===== src/include/rtq_pkg.sv =====
// constants for the retirement tagging and queue latency monitor
// assumes a single core clock domain and an avalon-mm register master
package rtq_pkg;
    localparam int Q_DEPTH = 8;
    localparam int IDX_W = 3;
    localparam int ADDR_W = 6;
    localparam int CAUSE_W = 6;
    // register byte offsets
    localparam logic [5:0] OFS_SAMPLE_EN = 6'h00;
    localparam logic [5:0] OFS_MATRIX_VERT = 6'h04;
    localparam logic [5:0] OFS_REPLAY_SEL = 6'h08;
    localparam logic [5:0] OFS_UOP_TYPE = 6'h0c;
    localparam logic [5:0] OFS_CONTROL = 6'h10;
    localparam logic [5:0] OFS_ALLOC_CNT = 6'h14;
    localparam logic [5:0] OFS_OCCUP_CNT = 6'h18;
    localparam logic [5:0] OFS_REPLAY_CNT = 6'h1c;
    localparam logic [5:0] OFS_FRONT_CNT = 6'h20;
    localparam logic [5:0] OFS_QUEUE_STAT = 6'h24;
    // sample enable register fields
    localparam int SE_L1_MISS = 0;
    localparam int SE_L2_MISS = 1;
    localparam int SE_DTLB = 2;
    localparam int SE_MOB = 9;
    localparam int SE_SPLIT = 10;
    localparam int SE_BR_A = 15;
    localparam int SE_BR_B = 16;
    localparam int SE_ARM_A = 24;
    localparam int SE_ARM_B = 25;
    // vertical matrix fields
    localparam int MV_LOAD = 0;
    localparam int MV_STORE = 1;
    localparam int MV_BRANCH = 4;
    // replay select register fields
    localparam int RS_MOB = 0;
    localparam int RS_SPLIT_LD = 1;
    localparam int RS_SPLIT_ST = 2;
    localparam int RS_NON_SPEC = 3;
    // micro-op type register fields
    localparam int UT_LOADS = 0;
    localparam int UT_STORES = 1;
    // control register fields
    localparam int CT_L3_PRESENT = 0;
    localparam int CT_COUNT_EN = 1;
    localparam int CT_CLEAR = 2;
    // replay cause vector positions
    localparam int RC_L1_MISS = 0;
    localparam int RC_L2_MISS = 1;
    localparam int RC_DTLB = 2;
    localparam int RC_MOB = 3;
    localparam int RC_SPLIT = 4;
    localparam int RC_MISPRED = 5;
    localparam logic [31:0] RESET_WORD = 32'h0000_0000;
    typedef enum logic [1:0] {
        RTQ_LOAD_FULL = 2'b00,
        RTQ_LOAD_PART = 2'b01,
        RTQ_RFO = 2'b10,
        RTQ_WRITEBACK = 2'b11
    } rtq_req_kind_t;
endpackage


===== src/rtl/rtq_monitor.sv =====
// queue occupancy accounting and micro-op tagging for retirement counting
// assumes synchronous inputs on ref_clk_in and an avalon-mm master with waitrequest
module rtq_monitor (
    input wire logic ref_clk_in,
    input wire logic rst_n_in,
    // avalon-mm slave
    input wire logic [rtq_pkg::ADDR_W-1:0] avs_address_in,
    input wire logic avs_read_in,
    input wire logic avs_write_in,
    input wire logic [31:0] avs_writedata_in,
    output logic [31:0] avs_readdata_out,
    output logic avs_waitrequest_out,
    // request side of the queue
    input wire logic req_valid_in,
    input wire rtq_pkg::rtq_req_kind_t req_kind_in,
    input wire logic req_l3_hit_in,
    output logic req_ready_out,
    // bus arbitration and completion
    input wire logic arb_slot_in,
    output logic bus_issue_valid_out,
    output logic [rtq_pkg::IDX_W-1:0] bus_issue_idx_out,
    output logic bus_issue_prefetch_out,
    input wire logic done_valid_in,
    input wire logic [rtq_pkg::IDX_W-1:0] done_idx_in,
    // early tagging
    input wire logic disp_valid_in,
    input wire logic disp_is_load_in,
    input wire logic disp_is_store_in,
    input wire logic disp_untaggable_in,
    input wire logic [rtq_pkg::CAUSE_W-1:0] disp_cause_in,
    output logic front_tag_out,
    output logic replay_tag_out,
    // retirement
    input wire logic retire_valid_in,
    input wire logic retire_bogus_in,
    input wire logic retire_front_tag_in,
    input wire logic retire_replay_tag_in,
    input wire logic fp_stack_fault_in
);
    import rtq_pkg::*;

    function automatic logic [IDX_W:0] first_set(input logic [Q_DEPTH-1:0] m);
        logic [IDX_W:0] r;
        r = {1'b0, {IDX_W{1'b0}}};
        for (int i = Q_DEPTH - 1; i >= 0; i--) begin
            if (m[i]) begin
                r = {1'b1, IDX_W'(i)};
            end
        end
        return r;
    endfunction

    function automatic logic [IDX_W:0] pop_count(input logic [Q_DEPTH-1:0] m);
        logic [IDX_W:0] c;
        c = '0;
        for (int i = 0; i < Q_DEPTH; i++) begin
            c = c + {{IDX_W{1'b0}}, m[i]};
        end
        return c;
    endfunction

    logic [31:0] sample_enable_reg_ff;
    logic [31:0] tag_matrix_vertical_reg_ff;
    logic [31:0] replay_sel_ff;
    logic [31:0] uop_type_ff;
    logic [31:0] control_ff;
    logic [31:0] queue_alloc_count_ff;
    logic [31:0] queue_occupancy_count_ff;
    logic [31:0] replay_count_ff;
    logic [31:0] front_count_ff;
    logic wait_ff;
    logic [31:0] rdata_ff;
    logic [Q_DEPTH-1:0] valid_ff;
    logic [Q_DEPTH-1:0] issued_ff;
    logic [Q_DEPTH-1:0] prefetch_ff;
    logic [Q_DEPTH-1:0] local_ff;
    logic ready_ff;
    logic issue_v_ff;
    logic [IDX_W-1:0] issue_idx_ff;
    logic issue_pf_ff;
    logic front_tag_ff;
    logic replay_tag_ff;

    // register bus: one wait cycle, then the answer stands for the sampling edge
    wire bus_req = avs_read_in | avs_write_in;
    wire bus_take = bus_req & ~wait_ff;
    wire wr_take = avs_write_in & ~wait_ff;
    wire wr_sample_en = wr_take & (avs_address_in == OFS_SAMPLE_EN);
    wire wr_matrix = wr_take & (avs_address_in == OFS_MATRIX_VERT);
    wire wr_replay_sel = wr_take & (avs_address_in == OFS_REPLAY_SEL);
    wire wr_uop_type = wr_take & (avs_address_in == OFS_UOP_TYPE);
    wire wr_control = wr_take & (avs_address_in == OFS_CONTROL);
    wire clear_counts = wr_control & avs_writedata_in[CT_CLEAR];
    wire count_en = control_ff[CT_COUNT_EN];
    wire l3_present = control_ff[CT_L3_PRESENT];
    logic [31:0] rd_mux;
    always_comb begin
        case (avs_address_in)
            OFS_SAMPLE_EN: rd_mux = sample_enable_reg_ff;
            OFS_MATRIX_VERT: rd_mux = tag_matrix_vertical_reg_ff;
            OFS_REPLAY_SEL: rd_mux = replay_sel_ff;
            OFS_UOP_TYPE: rd_mux = uop_type_ff;
            OFS_CONTROL: rd_mux = control_ff;
            OFS_ALLOC_CNT: rd_mux = queue_alloc_count_ff;
            OFS_OCCUP_CNT: rd_mux = queue_occupancy_count_ff;
            OFS_REPLAY_CNT: rd_mux = replay_count_ff;
            OFS_FRONT_CNT: rd_mux = front_count_ff;
            OFS_QUEUE_STAT: rd_mux = {16'h0000, issued_ff, valid_ff};
            default: rd_mux = RESET_WORD;
        endcase
    end

    // queue allocation: a full-line load takes a demand entry plus its adjacent sector
    wire [IDX_W:0] free_a = first_set(~valid_ff);
    wire [Q_DEPTH-1:0] one_hot_a = Q_DEPTH'(1) << free_a[IDX_W-1:0];
    wire [IDX_W:0] free_b = first_set(~valid_ff & ~one_hot_a);
    wire [Q_DEPTH-1:0] one_hot_b = Q_DEPTH'(1) << free_b[IDX_W-1:0];
    wire req_take = req_valid_in & ready_ff;
    wire take_pair = req_take & (req_kind_in == RTQ_LOAD_FULL);
    // every writeback allocates; an l3 hit stays local and never goes to the bus
    wire wb_local = (req_kind_in == RTQ_WRITEBACK) & l3_present & req_l3_hit_in;
    wire [Q_DEPTH-1:0] alloc_mask = (req_take ? one_hot_a : '0) | (take_pair ? one_hot_b : '0);

    // arbitration: demand entries first, the sector prefetch only on an idle slot
    wire [Q_DEPTH-1:0] pend = valid_ff & ~issued_ff & ~local_ff;
    wire [IDX_W:0] pick_dem = first_set(pend & ~prefetch_ff);
    wire [IDX_W:0] pick_pf = first_set(pend & prefetch_ff);
    wire use_dem = pick_dem[IDX_W];
    wire issue_now = arb_slot_in & (use_dem | pick_pf[IDX_W]);
    wire [IDX_W-1:0] issue_idx = use_dem ? pick_dem[IDX_W-1:0] : pick_pf[IDX_W-1:0];
    wire [Q_DEPTH-1:0] issue_mask = issue_now ? (Q_DEPTH'(1) << issue_idx) : '0;

    // release only on whole-transaction completion, never on a first data chunk
    wire [Q_DEPTH-1:0] done_hot = Q_DEPTH'(1) << done_idx_in;
    wire [Q_DEPTH-1:0] free_mask = done_valid_in ? (done_hot & valid_ff & (issued_ff | local_ff))
        : '0;
    wire [Q_DEPTH-1:0] nxt_valid = (valid_ff & ~free_mask) | alloc_mask;
    wire [IDX_W:0] nxt_free = pop_count(~nxt_valid);
    wire [IDX_W:0] occupied = pop_count(valid_ff);

    // tagging at dispatch
    wire taggable = disp_valid_in & ~disp_untaggable_in;
    wire armed = sample_enable_reg_ff[SE_ARM_A] & sample_enable_reg_ff[SE_ARM_B];
    wire mv_ld = tag_matrix_vertical_reg_ff[MV_LOAD] & disp_is_load_in;
    wire mv_st = tag_matrix_vertical_reg_ff[MV_STORE] & disp_is_store_in;
    wire split_ok = (disp_is_load_in & replay_sel_ff[RS_SPLIT_LD])
        | (disp_is_store_in & replay_sel_ff[RS_SPLIT_ST]);
    wire mem_hit = (disp_cause_in[RC_L1_MISS] & sample_enable_reg_ff[SE_L1_MISS])
        | (disp_cause_in[RC_L2_MISS] & sample_enable_reg_ff[SE_L2_MISS])
        | (disp_cause_in[RC_DTLB] & sample_enable_reg_ff[SE_DTLB])
        | (disp_cause_in[RC_MOB] & sample_enable_reg_ff[SE_MOB] & replay_sel_ff[RS_MOB])
        | (disp_cause_in[RC_SPLIT] & sample_enable_reg_ff[SE_SPLIT] & split_ok);
    wire br_hit = disp_cause_in[RC_MISPRED] & sample_enable_reg_ff[SE_BR_A]
        & sample_enable_reg_ff[SE_BR_B] & tag_matrix_vertical_reg_ff[MV_BRANCH];
    wire nxt_replay_tag = taggable & armed & ((mem_hit & (mv_ld | mv_st)) | br_hit);
    wire nxt_front_tag = taggable & ((disp_is_load_in & uop_type_ff[UT_LOADS])
        | (disp_is_store_in & uop_type_ff[UT_STORES]));

    // retirement counting: tag, plus the programmed event for replay only, non-bogus only
    wire ret_ok = retire_valid_in & ~retire_bogus_in;
    wire replay_inc = ret_ok & retire_replay_tag_in & replay_sel_ff[RS_NON_SPEC];
    // an fp stack fault drops the tagged op; the count is known to run low then
    wire front_inc = ret_ok & retire_front_tag_in & ~fp_stack_fault_in;

    always_ff @(posedge ref_clk_in) begin
        if (!rst_n_in) begin
            wait_ff <= 1'b1;
            rdata_ff <= RESET_WORD;
            sample_enable_reg_ff <= RESET_WORD;
            tag_matrix_vertical_reg_ff <= RESET_WORD;
            replay_sel_ff <= RESET_WORD;
            uop_type_ff <= RESET_WORD;
            control_ff <= RESET_WORD;
        end else begin
            wait_ff <= ~(bus_req & wait_ff);
            if (bus_req & wait_ff) begin
                rdata_ff <= rd_mux;
            end
            if (wr_sample_en) begin
                sample_enable_reg_ff <= avs_writedata_in;
            end
            if (wr_matrix) begin
                tag_matrix_vertical_reg_ff <= avs_writedata_in;
            end
            if (wr_replay_sel) begin
                replay_sel_ff <= avs_writedata_in;
            end
            if (wr_uop_type) begin
                uop_type_ff <= avs_writedata_in;
            end
            if (wr_control) begin
                control_ff <= avs_writedata_in & 32'h0000_0003;
            end
        end
    end

    // counters; a clear on the same edge wins because it is a reset of the tally
    always_ff @(posedge ref_clk_in) begin
        if (!rst_n_in || clear_counts) begin
            queue_alloc_count_ff <= RESET_WORD;
            queue_occupancy_count_ff <= RESET_WORD;
            replay_count_ff <= RESET_WORD;
            front_count_ff <= RESET_WORD;
        end else if (count_en) begin
            queue_alloc_count_ff <= queue_alloc_count_ff + {31'h0, req_take};
            queue_occupancy_count_ff <= queue_occupancy_count_ff
                + {{(32 - IDX_W - 1){1'b0}}, occupied};
            replay_count_ff <= replay_count_ff + {31'h0, replay_inc};
            front_count_ff <= front_count_ff + {31'h0, front_inc};
        end
    end

    always_ff @(posedge ref_clk_in) begin
        if (!rst_n_in) begin
            valid_ff <= '0;
            issued_ff <= '0;
            prefetch_ff <= '0;
            local_ff <= '0;
            ready_ff <= 1'b0;
            issue_v_ff <= 1'b0;
            issue_idx_ff <= '0;
            issue_pf_ff <= 1'b0;
        end else begin
            valid_ff <= nxt_valid;
            issued_ff <= (issued_ff & ~free_mask) | issue_mask;
            prefetch_ff <= (prefetch_ff & ~free_mask & ~alloc_mask)
                | (take_pair ? one_hot_b : '0);
            local_ff <= (local_ff & ~free_mask & ~alloc_mask)
                | ((req_take & wb_local) ? one_hot_a : '0);
            ready_ff <= nxt_free >= (IDX_W + 1)'(2);
            issue_v_ff <= issue_now;
            issue_idx_ff <= issue_idx;
            issue_pf_ff <= issue_now & ~use_dem;
        end
    end

    always_ff @(posedge ref_clk_in) begin
        if (!rst_n_in) begin
            front_tag_ff <= 1'b0;
            replay_tag_ff <= 1'b0;
        end else begin
            front_tag_ff <= nxt_front_tag;
            replay_tag_ff <= nxt_replay_tag;
        end
    end

    assign avs_readdata_out = rdata_ff;
    assign avs_waitrequest_out = wait_ff;
    assign req_ready_out = ready_ff;
    assign bus_issue_valid_out = issue_v_ff;
    assign bus_issue_idx_out = issue_idx_ff;
    assign bus_issue_prefetch_out = issue_pf_ff;
    assign front_tag_out = front_tag_ff;
    assign replay_tag_out = replay_tag_ff;
endmodule // rtq_monitor


===== config.mk =====
export PLATFORM = sky130hd
export DESIGN_NAME = rtq_monitor
export DESIGN_NICKNAME = d
export VERILOG_FILES = /design/src/include/rtq_pkg.sv /design/src/rtl/rtq_monitor.sv
export SDC_FILE = /design/constraint.sdc
export NUM_CORES = 1
export LEC_CHECK = 0
export BUFFER_PORTS_ARGS = -buffer_cell sky130_fd_sc_hd__buf_2
export CAP_MARGIN = 20
export CORE_MARGIN = 3
export CORE_UTILIZATION = 35
export CTS_CLUSTER_DIAMETER = 150
export DETAILED_ROUTE_END_ITERATION = 10
export PLACE_DENSITY_LB_ADDON = 0.08
export SKIP_LAST_GASP = 1
export SYNTH_ARGS = -nofsm -noshare
export SYNTH_HDL_FRONTEND = slang
export SYNTH_SLANG_ARGS = --single-unit

===== constraint.sdc =====
create_clock -name ref_clk_in -period 4.15 [get_ports ref_clk_in]
set_clock_uncertainty 0.15 [all_clocks]
set_input_delay 0.415 -clock ref_clk_in [delete_from_list [all_inputs] [get_ports ref_clk_in]]
set_output_delay 0.415 -clock ref_clk_in [all_outputs]
set_load 0.03 [all_outputs]

==> report_table.html, run 1 <==
<table>
<tr><th>Metric</th><th>Value</th></tr>
<tr><th colspan="2">Run status</th></tr>
<tr><td>Outcome</td><td>finished, final reports clean</td></tr>
<tr><th colspan="2">Routing</th></tr>
<tr><td>Final wirelength</td><td>roughly 56000 um</td></tr>
<tr><td>Via Count</td><td>14.4k</td></tr>
<tr><td>Number of DRC violations after detailed-routing iteration 0</td><td>1294</td></tr>
<tr><td>Highest routing layer actually used</td><td>met4</td></tr>
<tr><td>Routed len/inst</td><td>approximately 21 um</td></tr>
<tr><td>Number of remaining DRC errors</td><td>0</td></tr>
<tr><td>Detail Route Antenna Nets</td><td>0</td></tr>
<tr><td>Detail Route met2 WL</td><td>25300 um</td></tr>
<tr><td>WL met3</td><td>3170 um</td></tr>
<tr><td>Vias per cell</td><td>5.48</td></tr>
<tr><td>Pre-antenna DRT Iters</td><td>7</td></tr>
<tr><td>Length of routed wiring on met1</td><td>25800 um</td></tr>
<tr><th colspan="2">Finish</th></tr>
<tr><td>Final cell area excluding filler cells</td><td>~19000 um2</td></tr>
<tr><td>Register area</td><td>between 6000 and 7000 um2</td></tr>
<tr><td>P&amp;R area growth vs syn</td><td>20.0%</td></tr>
<tr><td>Filler cell count in the final layout</td><td>4471</td></tr>
<tr><td>Antenna Cells</td><td>0</td></tr>
<tr><td>Share of post-route cells with drive strength above 1</td><td>roughly 16%</td></tr>
<tr><td>Net count of the finished layout</td><td>2112</td></tr>
<tr><td>Multi-input combinational cell area</td><td>about 8400 um2</td></tr>
<tr><td>Core Util, Final</td><td>43.1%</td></tr>
<tr><th colspan="2">Hold path</th></tr>
<tr><td>Classification of the worst-slack hold path</td><td>primary input to flop</td></tr>
<tr><td>Startpoint of the most critical hold path</td><td>avs_writedata_in[11]</td></tr>
<tr><td>Worst hold path depth</td><td>3</td></tr>
<tr><td>Worst Hold Endpoint</td><td>sample_enable_reg_ff[11]</td></tr>
<tr><th colspan="2">Synth</th></tr>
<tr><td>Fraction of the mapped netlist area in simple logic gates</td><td>25.0%</td></tr>
<tr><td>Most frequent cell after synthesis</td><td>sky130_fd_sc_hd__nand2_1</td></tr>
<tr><td>Unique masters post-synth</td><td>78</td></tr>
<tr><td>Combinational family with the most area after synthesis</td><td>simple AND/OR/NAND/NOR gates</td></tr>
<tr><td>Ys flop type</td><td>sky130_fd_sc_hd__dfxtp_1</td></tr>
<tr><td>Library cell occupying the most area in the post-synthesis netlist</td><td>sky130_fd_sc_hd__dfxtp_1</td></tr>
<tr><td>Share of cell area taken by muxes after synthesis</td><td>3.52%</td></tr>
<tr><td>Number of warnings printed during yosys synthesis</td><td>0</td></tr>
<tr><td>Fraction of synthesized cell area in xor and xnor cells</td><td>under 10%</td></tr>
<tr><td>Register area share after synthesis</td><td>42.4%</td></tr>
<tr><td>Synth Area in Compound Gates</td><td>16.0%</td></tr>
<tr><td>Syn Area/Cell</td><td>about 8.3 um2</td></tr>
<tr><td>Total standard cell area after synthesis</td><td>15600 um2</td></tr>
<tr><td>Post-Synthesis Cells</td><td>1877</td></tr>
<tr><td>Share of async-settable or async-resettable flops after synthesis</td><td>0%</td></tr>
<tr><td>Leading post-synthesis cells by instance count</td><td>sky130_fd_sc_hd__nand2_1 (378), sky130_fd_sc_hd__dfxtp_1 (331), sky130_fd_sc_hd__nor2_1 (171)</td></tr>
<tr><td>Nets in the synthesized netlist</td><td>1967</td></tr>
<tr><td>Top cells by area in the synthesized netlist</td><td>sky130_fd_sc_hd__dfxtp_1 (42%), sky130_fd_sc_hd__nand2_1 (9.1%), sky130_fd_sc_hd__a21oi_1 (5.4%)</td></tr>
<tr><td>Flops &amp; latches, synth</td><td>331</td></tr>
<tr><td>Number of enable-type register cells in the synthesized netlist</td><td>0</td></tr>
<tr><td>Post-synthesis share of cell area spent on full adders, half adders and majority gates</td><td>2.43%</td></tr>
<tr><td>Share of Yosys cell area claimed by the top area cell type</td><td>42.4%</td></tr>
<tr><th colspan="2">Power and ir drop</th></tr>
<tr><td>Switching power of the nets</td><td>1.76 mW</td></tr>
<tr><td>Power density over the cells</td><td>390 nW/um2</td></tr>
<tr><td>Max IR drop VDD</td><td>roughly 0.32 mV</td></tr>
<tr><td>Logic pwr share</td><td>6.9%</td></tr>
<tr><td>Cell leakage power</td><td>6.70 nW</td></tr>
<tr><td>Clock share of power</td><td>49.3%</td></tr>
<tr><td>Internal portion of total power</td><td>5.56 mW</td></tr>
<tr><td>Switching share of power</td><td>24.0%</td></tr>
<tr><td>Proportion of power drawn by flip-flops and latches</td><td>43.8%</td></tr>
<tr><th colspan="2">Setup path</th></tr>
<tr><td>CP delay by family, top</td><td>adder cells</td></tr>
<tr><td>Largest fanout on the critical path</td><td>7</td></tr>
<tr><td>Number of gates on the worst path with buffers counted</td><td>14</td></tr>
<tr><td>Sort of element at the end of the critical path</td><td>flop</td></tr>
<tr><td>Startpoint of the most critical register-to-register path</td><td>valid_ff[2]</td></tr>
<tr><td>Crit path max-delay cell type</td><td>sky130_fd_sc_hd__fa_2</td></tr>
<tr><td>Worst-case reg-to-reg path depth</td><td>14</td></tr>
<tr><td>Largest stage delay, worst path</td><td>about 520 ps</td></tr>
<tr><td>Endpoint of the most critical register-to-register path</td><td>req_ready_out</td></tr>
<tr><td>Buffers and inverters on the worst path</td><td>3</td></tr>
<tr><td>Worst setup path class</td><td>flop to flop</td></tr>
<tr><td>List of cells traversed by the critical path</td><td>inv_1, maj3_2, o211ai_1, a21bo_1, a211o_1, nand2_2, fa_1, inv_2, fa_1, fa_1, ha_2, fa_2, inv_1, a21oi_2</td></tr>
<tr><td>Critical path required time</td><td>approximately 4500 ps</td></tr>
<tr><td>Flop-to-flop setup slack</td><td>20 ps</td></tr>
<tr><td>Crit-path most repeated cell</td><td>sky130_fd_sc_hd__fa_1</td></tr>
<tr><td>Critical Path Source</td><td>valid_ff[2]</td></tr>
<tr><td>Arrival time at the worst endpoint</td><td>4480 ps</td></tr>
<tr><td>Sort of element at the start of the critical path</td><td>flop</td></tr>
<tr><th colspan="2">STA</th></tr>
<tr><td>Share of the cycle needed by the critical path after routing</td><td>between 90 and 100%</td></tr>
<tr><td>Max Freq</td><td>242 MHz</td></tr>
<tr><td>Final Max Slew Viols</td><td>0</td></tr>
<tr><td>Worst hold slack after final layout</td><td>26.4 ps</td></tr>
<tr><td>Setup_tns</td><td>0 ps</td></tr>
<tr><td>Worst Setup Slack, final</td><td>18.2 ps</td></tr>
<tr><td>Transition time at the pin with the least slew margin</td><td>1020 ps</td></tr>
<tr><td>Number of endpoints with negative hold slack in the final report</td><td>0</td></tr>
<tr><td>Worst max-slew margin expressed relative to the limit</td><td>between 30% and 40%</td></tr>
<tr><td>Number of setup violations in the final report</td><td>0</td></tr>
<tr><td>Crit path time final</td><td>4130 ps</td></tr>
<tr><td>Unrepaired setup endpoints after global routing</td><td>yes</td></tr>
<tr><th colspan="2">Clock tree</th></tr>
<tr><td>Maximum clock insertion buffer count</td><td>3</td></tr>
<tr><td>Total clock buffers created by CTS</td><td>40</td></tr>
<tr><td>Clock insertion delay at the later pin of the skew report</td><td>560 ps</td></tr>
<tr><td>Clock H-tree levels</td><td>2</td></tr>
<tr><td>Total number of clock tree sinks</td><td>around 330</td></tr>
<tr><td>CTS tree</td><td>built</td></tr>
<tr><td>Root cell of the clock tree</td><td>sky130_fd_sc_hd__clkbuf_16</td></tr>
<tr><td>Clock slew at the register clock pins of the worst setup and hold paths</td><td>60 ps</td></tr>
<tr><th colspan="2">Die</th></tr>
<tr><td>Number of primary I/O pins</td><td>107</td></tr>
<tr><td>Initial Util</td><td>35.9%</td></tr>
<tr><td>Core Rows</td><td>76</td></tr>
<tr><td>Total Die Area</td><td>~47000 um2</td></tr>
<tr><td>Placeable core area</td><td>43600 um2</td></tr>
<tr><td>DIE WIDTH</td><td>217 um</td></tr>
<tr><td>Floorplan die height</td><td>between 200 and 250 um</td></tr>
<tr><th colspan="2">GRT</th></tr>
<tr><td>Tot GR Track Use</td><td>23.3%</td></tr>
<tr><td>Pin count of the biggest net entering global routing</td><td>108</td></tr>
<tr><td>Wire length of the first global-routing pass</td><td>between 80000 and 90000 um</td></tr>
<tr><td>Number of antenna violations at the first check in global routing</td><td>1</td></tr>
<tr><td>Total grt overflow</td><td>0</td></tr>
<tr><td>Vias in the first global route</td><td>approximately 13k</td></tr>
<tr><th colspan="2">Placement</th></tr>
<tr><td>Instance area after placement</td><td>17100 um2</td></tr>
<tr><td>Final weighted congestion in routability-driven placement</td><td>slightly below 0.9</td></tr>
<tr><td>Number of port buffers</td><td>106</td></tr>
<tr><td>Estimated wirelength of the detail-placed design</td><td>39300 um</td></tr>
<tr><td>Setup slack after placement</td><td>-98.6 ps</td></tr>
<tr><th colspan="2">Flow run</th></tr>
<tr><td>Number of max-capacitance violations reported</td><td>0</td></tr>
</table>
layer usage:
layer,track usage (%),vias up
met5,0,-
met4,8.74,0
met3,3.64,90
met2,36.7,440
met1,32.1,6975
li1,-,6930
cell families after synthesis:
family                     Yosys count
AOI/OAI and AO/OA                  388
xor gates and xnor gates           117
adders and majority gates           25
buffers and inverters              143
DFF                                331
muxes                               50
and+or+nand+nor                    823
layout by cell type, fill, tap and decap left out, types with 26 or more instances in the layout:
master                            n
sky130_fd_sc_hd__dfxtp_1        326
sky130_fd_sc_hd__buf_4           79
sky130_fd_sc_hd__nand4_1         35
sky130_fd_sc_hd__nor3_1          26
sky130_fd_sc_hd__nor2_1         170
sky130_fd_sc_hd__xnor2_1         43
sky130_fd_sc_hd__clkbuf_16       42
sky130_fd_sc_hd__and3_1          26
sky130_fd_sc_hd__nand2_1        376
sky130_fd_sc_hd__o21ai_0         33
sky130_fd_sc_hd__mux2_2          39
sky130_fd_sc_hd__xor2_1          74
sky130_fd_sc_hd__buf_2          106
sky130_fd_sc_hd__nand3_1         72
sky130_fd_sc_hd__a21oi_1        167
sky130_fd_sc_hd__dlygate4sd3_1   28
sky130_fd_sc_hd__a22oi_1         66
sky130_fd_sc_hd__a222oi_1        31
registers in the layout, indices dropped and copies added (netlist names), 32 cells and up:
| signal | count |
|---|---|
| tag_matrix_vertical_reg_ff | 32 |
| replay_sel_ff | 32 |
| queue_occupancy_count_ff | 32 |
| front_count_ff | 32 |
| replay_count_ff | 32 |
| avs_readdata_out | 32 |
| queue_alloc_count_ff | 32 |
| uop_type_ff | 32 |
| sample_enable_reg_ff | 32 |
worst min-delay path: cells and delay by family:
family | cells | cell delay (ps)
buffers and inverters | 1 | 150
and+or+nand+nor | 1 | 70
AOI/OAI and AO/OA | 1 | 50
worst max path at each step:
stage                    end  slack, ps
5_1_grt        req_ready_out       -100
2_1_floorplan  req_ready_out         60
6_report       req_ready_out         20
3_5_place_dp   req_ready_out       -100
4_1_cts        req_ready_out          4
3_3_place_gp   req_ready_out        -90
final cells by class:
| class | instances | share of cell area, % |
|---|---|---|
| clock inverters | 11 | 0.787 |
| inverters | 28 | 0.574 |
| multi-input cells | 1403 | 45.0 |
| clock buffers | 60 | 6.39 |
| flip-flops and latches | 331 | 35.4 |
| repair buffers | 218 | 7.97 |
| well taps | 585 | 3.90 |
power groups by stage:
stage	Sequential, mW	Combinational (mW)	Clock (mW)
6_report	3.21	0.503	3.61
5_1_grt	3.21	0.541	3.83
4_1_cts	3.21	0.482	3.69
3_5_place_dp	3.28	0.453	0
3_3_place_gp	3.28	0.453	0
2_1_floorplan	3.29	0.236	0
per-stage QoR:
stage                     instances  total power [mW]
after floorplan                1877              3.52
final                          2636              7.31
after CTS                      2633              7.38
after global placement         2534              3.73
after global routing           2636              7.57
after detailed placement       2534              3.73
timing repair:
item	4_1_cts	5_1_grt
gates resized for setup	10	13
hold buffers	28	0
setup buffers	0	3
pin swaps	3	11
endpoints found under the setup margin	11	11
hold endpoints to repair	110	0
Note: power is estimated with default switching activity, not from simulation.
==> run 2: changes to the inputs <==
clock period = 5.28 ns   (was 4.15 ns; I/O delays follow)
==> run 2 against run 1 <==
Against the previous run: via count fell by 3.3%; largest cell class unchanged; count of clock-buffer cells in the layout fell by 3; total power fell by 23%; register-to-register slack improved by 600 ps; final area fell by 4.6%; sequential cell count did not move; non-clock buffer count fell by 86.
==> report_table.html, run 2 (same netlist as run 1, synthesis figures left out) <==
<table>
<tr><th>Metric</th><th>Value</th></tr>
<tr><th colspan="2">Routing</th></tr>
<tr><td>Pre-antenna DRT Iters</td><td>7</td></tr>
<tr><td>Number of DRC violations after detailed-routing iteration 0</td><td>between 1k and 1.5k</td></tr>
<tr><td>Via Count</td><td>14.0k</td></tr>
<tr><td>Routed len/inst</td><td>21.6 um</td></tr>
<tr><td>Detail Route Antenna Nets</td><td>0</td></tr>
<tr><td>Vias per cell</td><td>5.48</td></tr>
<tr><td>Number of remaining DRC errors</td><td>0</td></tr>
<tr><td>Final wirelength</td><td>approximately 55000 um</td></tr>
<tr><th colspan="2">Die</th></tr>
<tr><td>Initial Util</td><td>35.9%</td></tr>
<tr><td>DIE WIDTH</td><td>217 um</td></tr>
<tr><td>Total Die Area</td><td>47200 um2</td></tr>
<tr><td>Placeable core area</td><td>approximately 44000 um2</td></tr>
<tr><td>Number of primary I/O pins</td><td>107</td></tr>
<tr><td>Core Rows</td><td>76</td></tr>
<tr><td>Floorplan die height</td><td>217 um</td></tr>
<tr><th colspan="2">Setup path</th></tr>
<tr><td>Arrival time at the worst endpoint</td><td>between 4000 and 5000 ps</td></tr>
<tr><td>Largest fanout on the critical path</td><td>17</td></tr>
<tr><td>Critical path required time</td><td>5530 ps</td></tr>
<tr><td>Worst setup path class</td><td>flop to flop</td></tr>
<tr><td>Sort of element at the end of the critical path</td><td>flop</td></tr>
<tr><td>Startpoint of the most critical register-to-register path</td><td>valid_ff[1]</td></tr>
<tr><td>Critical Path Source</td><td>valid_ff[1]</td></tr>
<tr><td>Sort of element at the start of the critical path</td><td>flop</td></tr>
<tr><th colspan="2">Finish</th></tr>
<tr><td>Most common cell after layout, fill and taps aside</td><td>sky130_fd_sc_hd__nand2_1</td></tr>
<tr><td>P&amp;R area growth vs syn</td><td>14.5%</td></tr>
<tr><td>Multi-input combinational cell area</td><td>between 8000 and 9000 um2</td></tr>
<tr><td>Share of post-route cells with drive strength above 1</td><td>13.2%</td></tr>
<tr><td>Top library cells by usage in the layout, fill and taps aside</td><td>sky130_fd_sc_hd__nand2_1 (378), sky130_fd_sc_hd__dfxtp_1 (331), sky130_fd_sc_hd__nor2_1 (169), sky130_fd_sc_hd__a21oi_1 (168), sky130_fd_sc_hd__buf_2 (106)</td></tr>
<tr><td>Final cell area excluding filler cells</td><td>17900 um2</td></tr>
<tr><td>Core Util, Final</td><td>41.1%</td></tr>
<tr><td>Register area</td><td>around 6600 um2</td></tr>
<tr><td>Net count of the finished layout</td><td>2025</td></tr>
<tr><td>Filler cell count in the final layout</td><td>4551</td></tr>
<tr><td>Final instance count without filler cells</td><td>2544</td></tr>
<tr><th colspan="2">Clock tree</th></tr>
<tr><td>Total number of clock tree sinks</td><td>approximately 330</td></tr>
<tr><td>Cts repair resizes</td><td>0</td></tr>
<tr><td>Maximum clock insertion buffer count</td><td>3</td></tr>
<tr><td>Root cell of the clock tree</td><td>sky130_fd_sc_hd__clkbuf_16</td></tr>
<tr><td>Clock slew at the register clock pins of the worst setup and hold paths</td><td>approximately 60 ps</td></tr>
<tr><td>Clock insertion delay at the later pin of the skew report</td><td>550 ps</td></tr>
<tr><td>CTS tree</td><td>built</td></tr>
<tr><td>Total clock buffers created by CTS</td><td>39</td></tr>
<tr><td>Hold_buf cts</td><td>0</td></tr>
<tr><td>Clock H-tree levels</td><td>2</td></tr>
<tr><td># Post-CTS Setup Buffers</td><td>0</td></tr>
<tr><th colspan="2">STA</th></tr>
<tr><td>Worst hold slack after final layout</td><td>~100 ps</td></tr>
<tr><td>Number of endpoints with negative hold slack in the final report</td><td>0</td></tr>
<tr><td>Final Max Slew Viols</td><td>0</td></tr>
<tr><td>Crit path time final</td><td>4660 ps</td></tr>
<tr><td>Max Freq</td><td>214 MHz</td></tr>
<tr><td>Unrepaired setup endpoints after global routing</td><td>no</td></tr>
<tr><td>Number of setup violations in the final report</td><td>0</td></tr>
<tr><td>Worst Setup Slack, final</td><td>617 ps</td></tr>
<tr><td>Worst max-slew margin expressed relative to the limit</td><td>17.5%</td></tr>
<tr><td>Setup_tns</td><td>0 ps</td></tr>
<tr><td>Transition time at the pin with the least slew margin</td><td>1220 ps</td></tr>
<tr><td>Share of the cycle needed by the critical path after routing</td><td>88.3%</td></tr>
<tr><th colspan="2">Power and ir drop</th></tr>
<tr><td>Clock share of power</td><td>49.2%</td></tr>
<tr><td>Overall power after layout</td><td>5.60 mW</td></tr>
<tr><td>Switching share of power</td><td>23.4%</td></tr>
<tr><td>Switching power of the nets</td><td>1.31 mW</td></tr>
<tr><td>Cell leakage power</td><td>6.26 nW</td></tr>
<tr><td>Internal portion of total power</td><td>between 4 and 5 mW</td></tr>
<tr><td>Power density over the cells</td><td>313 nW/um2</td></tr>
<tr><td>Logic pwr share</td><td>5.6%</td></tr>
<tr><td>Max IR drop VDD</td><td>0.201 mV</td></tr>
<tr><td>Proportion of power drawn by flip-flops and latches</td><td>45.2%</td></tr>
<tr><th colspan="2">Placement</th></tr>
<tr><td>Count of placed standard cells including taps</td><td>2479</td></tr>
<tr><td>Setup slack after placement</td><td>approximately 670 ps</td></tr>
<tr><td>Final weighted congestion in routability-driven placement</td><td>0.866</td></tr>
<tr><td>Number of port buffers</td><td>106</td></tr>
<tr><td>Estimated wirelength of the detail-placed design</td><td>38400 um</td></tr>
<tr><td>Instance area after placement</td><td>16600 um2</td></tr>
<tr><th colspan="2">Hold path</th></tr>
<tr><td>Classification of the worst-slack hold path</td><td>primary input to flop</td></tr>
<tr><td>Startpoint of the most critical hold path</td><td>avs_writedata_in[31]</td></tr>
<tr><th colspan="2">Run status</th></tr>
<tr><td>Outcome</td><td>finished, final reports clean</td></tr>
<tr><th colspan="2">GRT</th></tr>
<tr><td>Tot GR Track Use</td><td>22.8%</td></tr>
<tr><td>Wire length of the first global-routing pass</td><td>between 80000 and 90000 um</td></tr>
<tr><td>Number of antenna violations at the first check in global routing</td><td>0</td></tr>
<tr><td>Vias in the first global route</td><td>13.2k</td></tr>
<tr><td>Total grt overflow</td><td>0</td></tr>
<tr><td>Pin count of the biggest net entering global routing</td><td>97</td></tr>
<tr><th colspan="2">Flow run</th></tr>
<tr><td>Number of max-capacitance violations reported</td><td>0</td></tr>
</table>
## run 2: changes by cell type in the layout (fill, tap and decap cells not counted), sizes merged
cell         before  now
diode             0    1
inv              27   28
clkinv            8    3
dlygate4sd3      28    0
buf             190  132
bufinv            3    4
clkbuf           60   57
clkinvlp          1    0
## run 2: critical path, cell delays in order (launching register included)
cell	delay, ps
sky130_fd_sc_hd__dfxtp_1	730
sky130_fd_sc_hd__nand4_1	240
sky130_fd_sc_hd__nor3_1	230
sky130_fd_sc_hd__o21ai_1	130
sky130_fd_sc_hd__a21oi_2	340
sky130_fd_sc_hd__a211o_1	200
sky130_fd_sc_hd__nand2_1	90
sky130_fd_sc_hd__fa_1	570
sky130_fd_sc_hd__inv_1	50
sky130_fd_sc_hd__fa_1	500
sky130_fd_sc_hd__fa_1	410
sky130_fd_sc_hd__ha_1	220
sky130_fd_sc_hd__fa_1	380
sky130_fd_sc_hd__o21ai_0	170
sky130_fd_sc_hd__a21oi_1	90
## run 2: final timing paths
check	endpoint	slack (ps)	cells after the start
setup / recovery	req_ready_out	620	14
hold / removal	sample_enable_reg_ff[31]	100	3
setup reg to reg	req_ready_out	620	14
hold reg to reg	avs_readdata_out[10]	290	2
## run 2: layout make-up
type / count / area share [%]
clock inverter: 7 / 0.776
sequential: 331 / 37.0
timing repair buffer: 132 / 4.12
tap: 585 / 4.09
clock buffer: 57 / 6.39
multi-input combinational: 1403 / 47.0
antenna: 1 / 0.0140
inverter: 28 / 0.601
## run 2: power groups by stage
stage,clock [mW],combinational [mW],sequential [mW]
3_5_place_dp,0,0.311,2.59
5_1_grt,2.93,0.344,2.53
3_3_place_gp,0,0.314,2.59
2_1_floorplan,0,0.186,2.58
4_1_cts,2.83,0.314,2.53
6_report,2.75,0.314,2.53
## run 2: per-layer routing
metal | vias up | wire length, um | track usage (%)
met2 | 400 | 24400 | 35.9
met1 | 6702 | 24700 | 30.5
met5 | - | 0 | 0
met4 | 0 | 2180 | 9.22
li1 | 6756 | - | -
met3 | 94 | 3600 | 4.73
==> run 3: changes to the inputs <==
REMOVE_ABC_BUFFERS = 1   (was not set)
SETUP_SLACK_MARGIN = 0.05   (was not set)
==> run 3 against run 2 <==
Against the previous run: register-to-register slack is essentially flat; sequential power is essentially flat; hold slack lost 25 ps; critical path type unchanged; critical endpoint unchanged; largest power group unchanged; highest routed layer unchanged.
==> report_table.html, run 3 (same netlist as run 1, synthesis figures left out) <==
<table>
<tr><th>Metric</th><th>Value</th></tr>
<tr><th colspan="2">Routing</th></tr>
<tr><td>Detail Route Antenna Nets</td><td>0</td></tr>
<tr><td>Number of remaining DRC errors</td><td>0</td></tr>
<tr><td>Pre-antenna DRT Iters</td><td>6</td></tr>
<tr><td>Routed len/inst</td><td>20.4 um</td></tr>
<tr><td>Final wirelength</td><td>around 52000 um</td></tr>
<tr><td>Vias per cell</td><td>approximately 5.4</td></tr>
<tr><td>Via Count</td><td>13.8k</td></tr>
<tr><td>Number of DRC violations after detailed-routing iteration 0</td><td>~1.1k</td></tr>
<tr><th colspan="2">Die</th></tr>
<tr><td>Placeable core area</td><td>43600 um2</td></tr>
<tr><td>Floorplan die height</td><td>217 um</td></tr>
<tr><td>Core Rows</td><td>76</td></tr>
<tr><td>Number of primary I/O pins</td><td>approximately 110</td></tr>
<tr><td>Initial Util</td><td>35.9%</td></tr>
<tr><td>DIE WIDTH</td><td>217 um</td></tr>
<tr><td>Total Die Area</td><td>47200 um2</td></tr>
<tr><th colspan="2">Finish</th></tr>
<tr><td>Net count of the finished layout</td><td>2028</td></tr>
<tr><td>Antenna Cells</td><td>0</td></tr>
<tr><td>Most common cell after layout, fill and taps aside</td><td>sky130_fd_sc_hd__nand2_1</td></tr>
<tr><td>Share of post-route cells with drive strength above 1</td><td>13.5%</td></tr>
<tr><td>Final cell area excluding filler cells</td><td>18000 um2</td></tr>
<tr><td>Filler cell count in the final layout</td><td>4515</td></tr>
<tr><td>P&amp;R area growth vs syn</td><td>15.2%</td></tr>
<tr><td>Final instance count without filler cells</td><td>2553</td></tr>
<tr><td>Core Util, Final</td><td>around two fifths</td></tr>
<tr><td>Top library cells by usage in the layout, fill and taps aside</td><td>sky130_fd_sc_hd__nand2_1 (378), sky130_fd_sc_hd__dfxtp_1 (331), sky130_fd_sc_hd__nor2_1 (170), sky130_fd_sc_hd__a21oi_1 (168), sky130_fd_sc_hd__buf_2 (106)</td></tr>
<tr><th colspan="2">Clock tree</th></tr>
<tr><td># Post-CTS Setup Buffers</td><td>0</td></tr>
<tr><td>Clock H-tree levels</td><td>2</td></tr>
<tr><td>Root cell of the clock tree</td><td>sky130_fd_sc_hd__clkbuf_16</td></tr>
<tr><td>Total clock buffers created by CTS</td><td>40</td></tr>
<tr><td>Total number of clock tree sinks</td><td>~330</td></tr>
<tr><td>Cts repair resizes</td><td>0</td></tr>
<tr><td>Maximum clock insertion buffer count</td><td>3</td></tr>
<tr><td>Clock slew at the register clock pins of the worst setup and hold paths</td><td>about 60 ps</td></tr>
<tr><td>CTS tree</td><td>built</td></tr>
<tr><td>Clock insertion delay at the later pin of the skew report</td><td>570 ps</td></tr>
<tr><td>Hold_buf cts</td><td>0</td></tr>
<tr><th colspan="2">Flow run</th></tr>
<tr><td>Number of max-capacitance violations reported</td><td>0</td></tr>
<tr><th colspan="2">GRT</th></tr>
<tr><td>Total grt overflow</td><td>0</td></tr>
<tr><td>Tot GR Track Use</td><td>21.7%</td></tr>
<tr><td>Wire length of the first global-routing pass</td><td>about 80000 um</td></tr>
<tr><td>Pin count of the biggest net entering global routing</td><td>136</td></tr>
<tr><td>Vias in the first global route</td><td>13.1k</td></tr>
<tr><td>Number of antenna violations at the first check in global routing</td><td>0</td></tr>
<tr><th colspan="2">Setup path</th></tr>
<tr><td>Largest stage delay, worst path</td><td>800 ps</td></tr>
<tr><td>Largest fanout on the critical path</td><td>20</td></tr>
<tr><td>Sort of element at the end of the critical path</td><td>flop</td></tr>
<tr><td>Critical path required time</td><td>5620 ps</td></tr>
<tr><td>Worst setup path class</td><td>flop to flop</td></tr>
<tr><td>Crit path max-delay cell type</td><td>sky130_fd_sc_hd__dfxtp_1</td></tr>
<tr><td>List of cells traversed by the critical path</td><td>nand2_1, maj3_2, o211ai_1, a21bo_1, a211o_1, nand2_1, fa_1, inv_1, fa_1, fa_1, ha_1, fa_1, nand3_1, o21ai_0, a21oi_1</td></tr>
<tr><td>Crit-path most repeated cell</td><td>sky130_fd_sc_hd__fa_1</td></tr>
<tr><td>Arrival time at the worst endpoint</td><td>5000 ps</td></tr>
<tr><td>Sort of element at the start of the critical path</td><td>flop</td></tr>
<tr><th colspan="2">STA</th></tr>
<tr><td>Number of endpoints with negative hold slack in the final report</td><td>0</td></tr>
<tr><td>Number of setup violations in the final report</td><td>0</td></tr>
<tr><td>Final Max Slew Viols</td><td>0</td></tr>
<tr><td>Transition time at the pin with the least slew margin</td><td>1040 ps</td></tr>
<tr><td>Worst max-slew margin expressed relative to the limit</td><td>just over 30%</td></tr>
<tr><td>Worst hold slack after final layout</td><td>77.4 ps</td></tr>
<tr><td>Share of the cycle needed by the critical path after routing</td><td>88.3%</td></tr>
<tr><td>Crit path time final</td><td>4660 ps</td></tr>
<tr><td>Max Freq</td><td>215 MHz</td></tr>
<tr><td>Unrepaired setup endpoints after global routing</td><td>no</td></tr>
<tr><th colspan="2">Placement</th></tr>
<tr><td>Number of port buffers</td><td>106</td></tr>
<tr><td>Instance area after placement</td><td>16700 um2</td></tr>
<tr><td>Final weighted congestion in routability-driven placement</td><td>0.882</td></tr>
<tr><td>Count of placed standard cells including taps</td><td>between 2k and 2.5k</td></tr>
<tr><td>Estimated wirelength of the detail-placed design</td><td>between 30000 and 40000 um</td></tr>
<tr><th colspan="2">Hold path</th></tr>
<tr><td>Classification of the worst-slack hold path</td><td>primary input to flop</td></tr>
<tr><th colspan="2">Power and ir drop</th></tr>
<tr><td>Power density over the cells</td><td>313 nW/um2</td></tr>
<tr><td>Max IR drop VDD</td><td>approximately 0.21 mV</td></tr>
<tr><td>Cell leakage power</td><td>6.30 nW</td></tr>
<tr><th colspan="2">Run status</th></tr>
<tr><td>Outcome</td><td>finished, final reports clean</td></tr>
</table>
==> run 3: cell count changes in the layout (fill, tap and decap cells not counted), moves of 2 or more <==
cell                       before  now
sky130_fd_sc_hd__clkbuf_8      10    8
sky130_fd_sc_hd__buf_12         1    4
sky130_fd_sc_hd__clkinv_8       0    3
sky130_fd_sc_hd__clkbuf_1       8   11
sky130_fd_sc_hd__clkinv_2       2    5
==> run 3: area by class of cell <==
class / instances / area, um2 / share of cell area [%]
well taps: 585 / 732 / 4.07
repair buffers: 134 / 791 / 4.39
clock inverters: 13 / 180 / 1.00
inverters: 28 / 108 / 0.598
flip-flops and latches: 331 / 6630 / 36.8
clock buffers: 59 / 1150 / 6.40
multi-input cells: 1403 / 8410 / 46.7
==> run 3: final timing paths <==
path,from,end,slack [ps],depth (start not counted)
setup / recovery,valid_ff[0],req_ready_out,620,15
hold / removal,avs_writedata_in[26],sample_enable_reg_ff[26],80,3
setup reg to reg,valid_ff[0],req_ready_out,620,15
hold reg to reg,avs_readdata_out[13],avs_readdata_out[13],290,2
==> run 3: critical path: cells and delay by family (launching register included) <==
| family | cells | cell delay, ps |
|---|---|---|
| flops | 1 | 800 |
| simple gates | 3 | 330 |
| compound gates | 5 | 1010 |
| buf+inv | 1 | 80 |
| fa+ha+maj | 6 | 2230 |
==> run 3: report_power, final <==
group	switching, mW	internal [mW]
Combinational	0.208	0.0950
Clock	1.13	1.67
Sequential	0.0237	2.51
==> run 3: stage by stage <==
stage	power (mW)	setup WS, ps	TNS, ps
finish	5.63	618	0
global route	5.84	300	0
CTS	5.70	628	0
detailed placement	2.89	644	0
global placement	2.89	720	0
floorplan	2.74	-696	-88390
==> run 3: metal layers <==
layer | vias up | GRT usage (%) | part of all wire [%]
met5 | - | 0 | 0
met4 | 0 | 5.72 | 2.0
met3 | 59 | 2.90 | 5.0
met2 | 346 | 34.7 | 45
met1 | 6663 | 30.9 | 48
li1 | 6760 | - | -
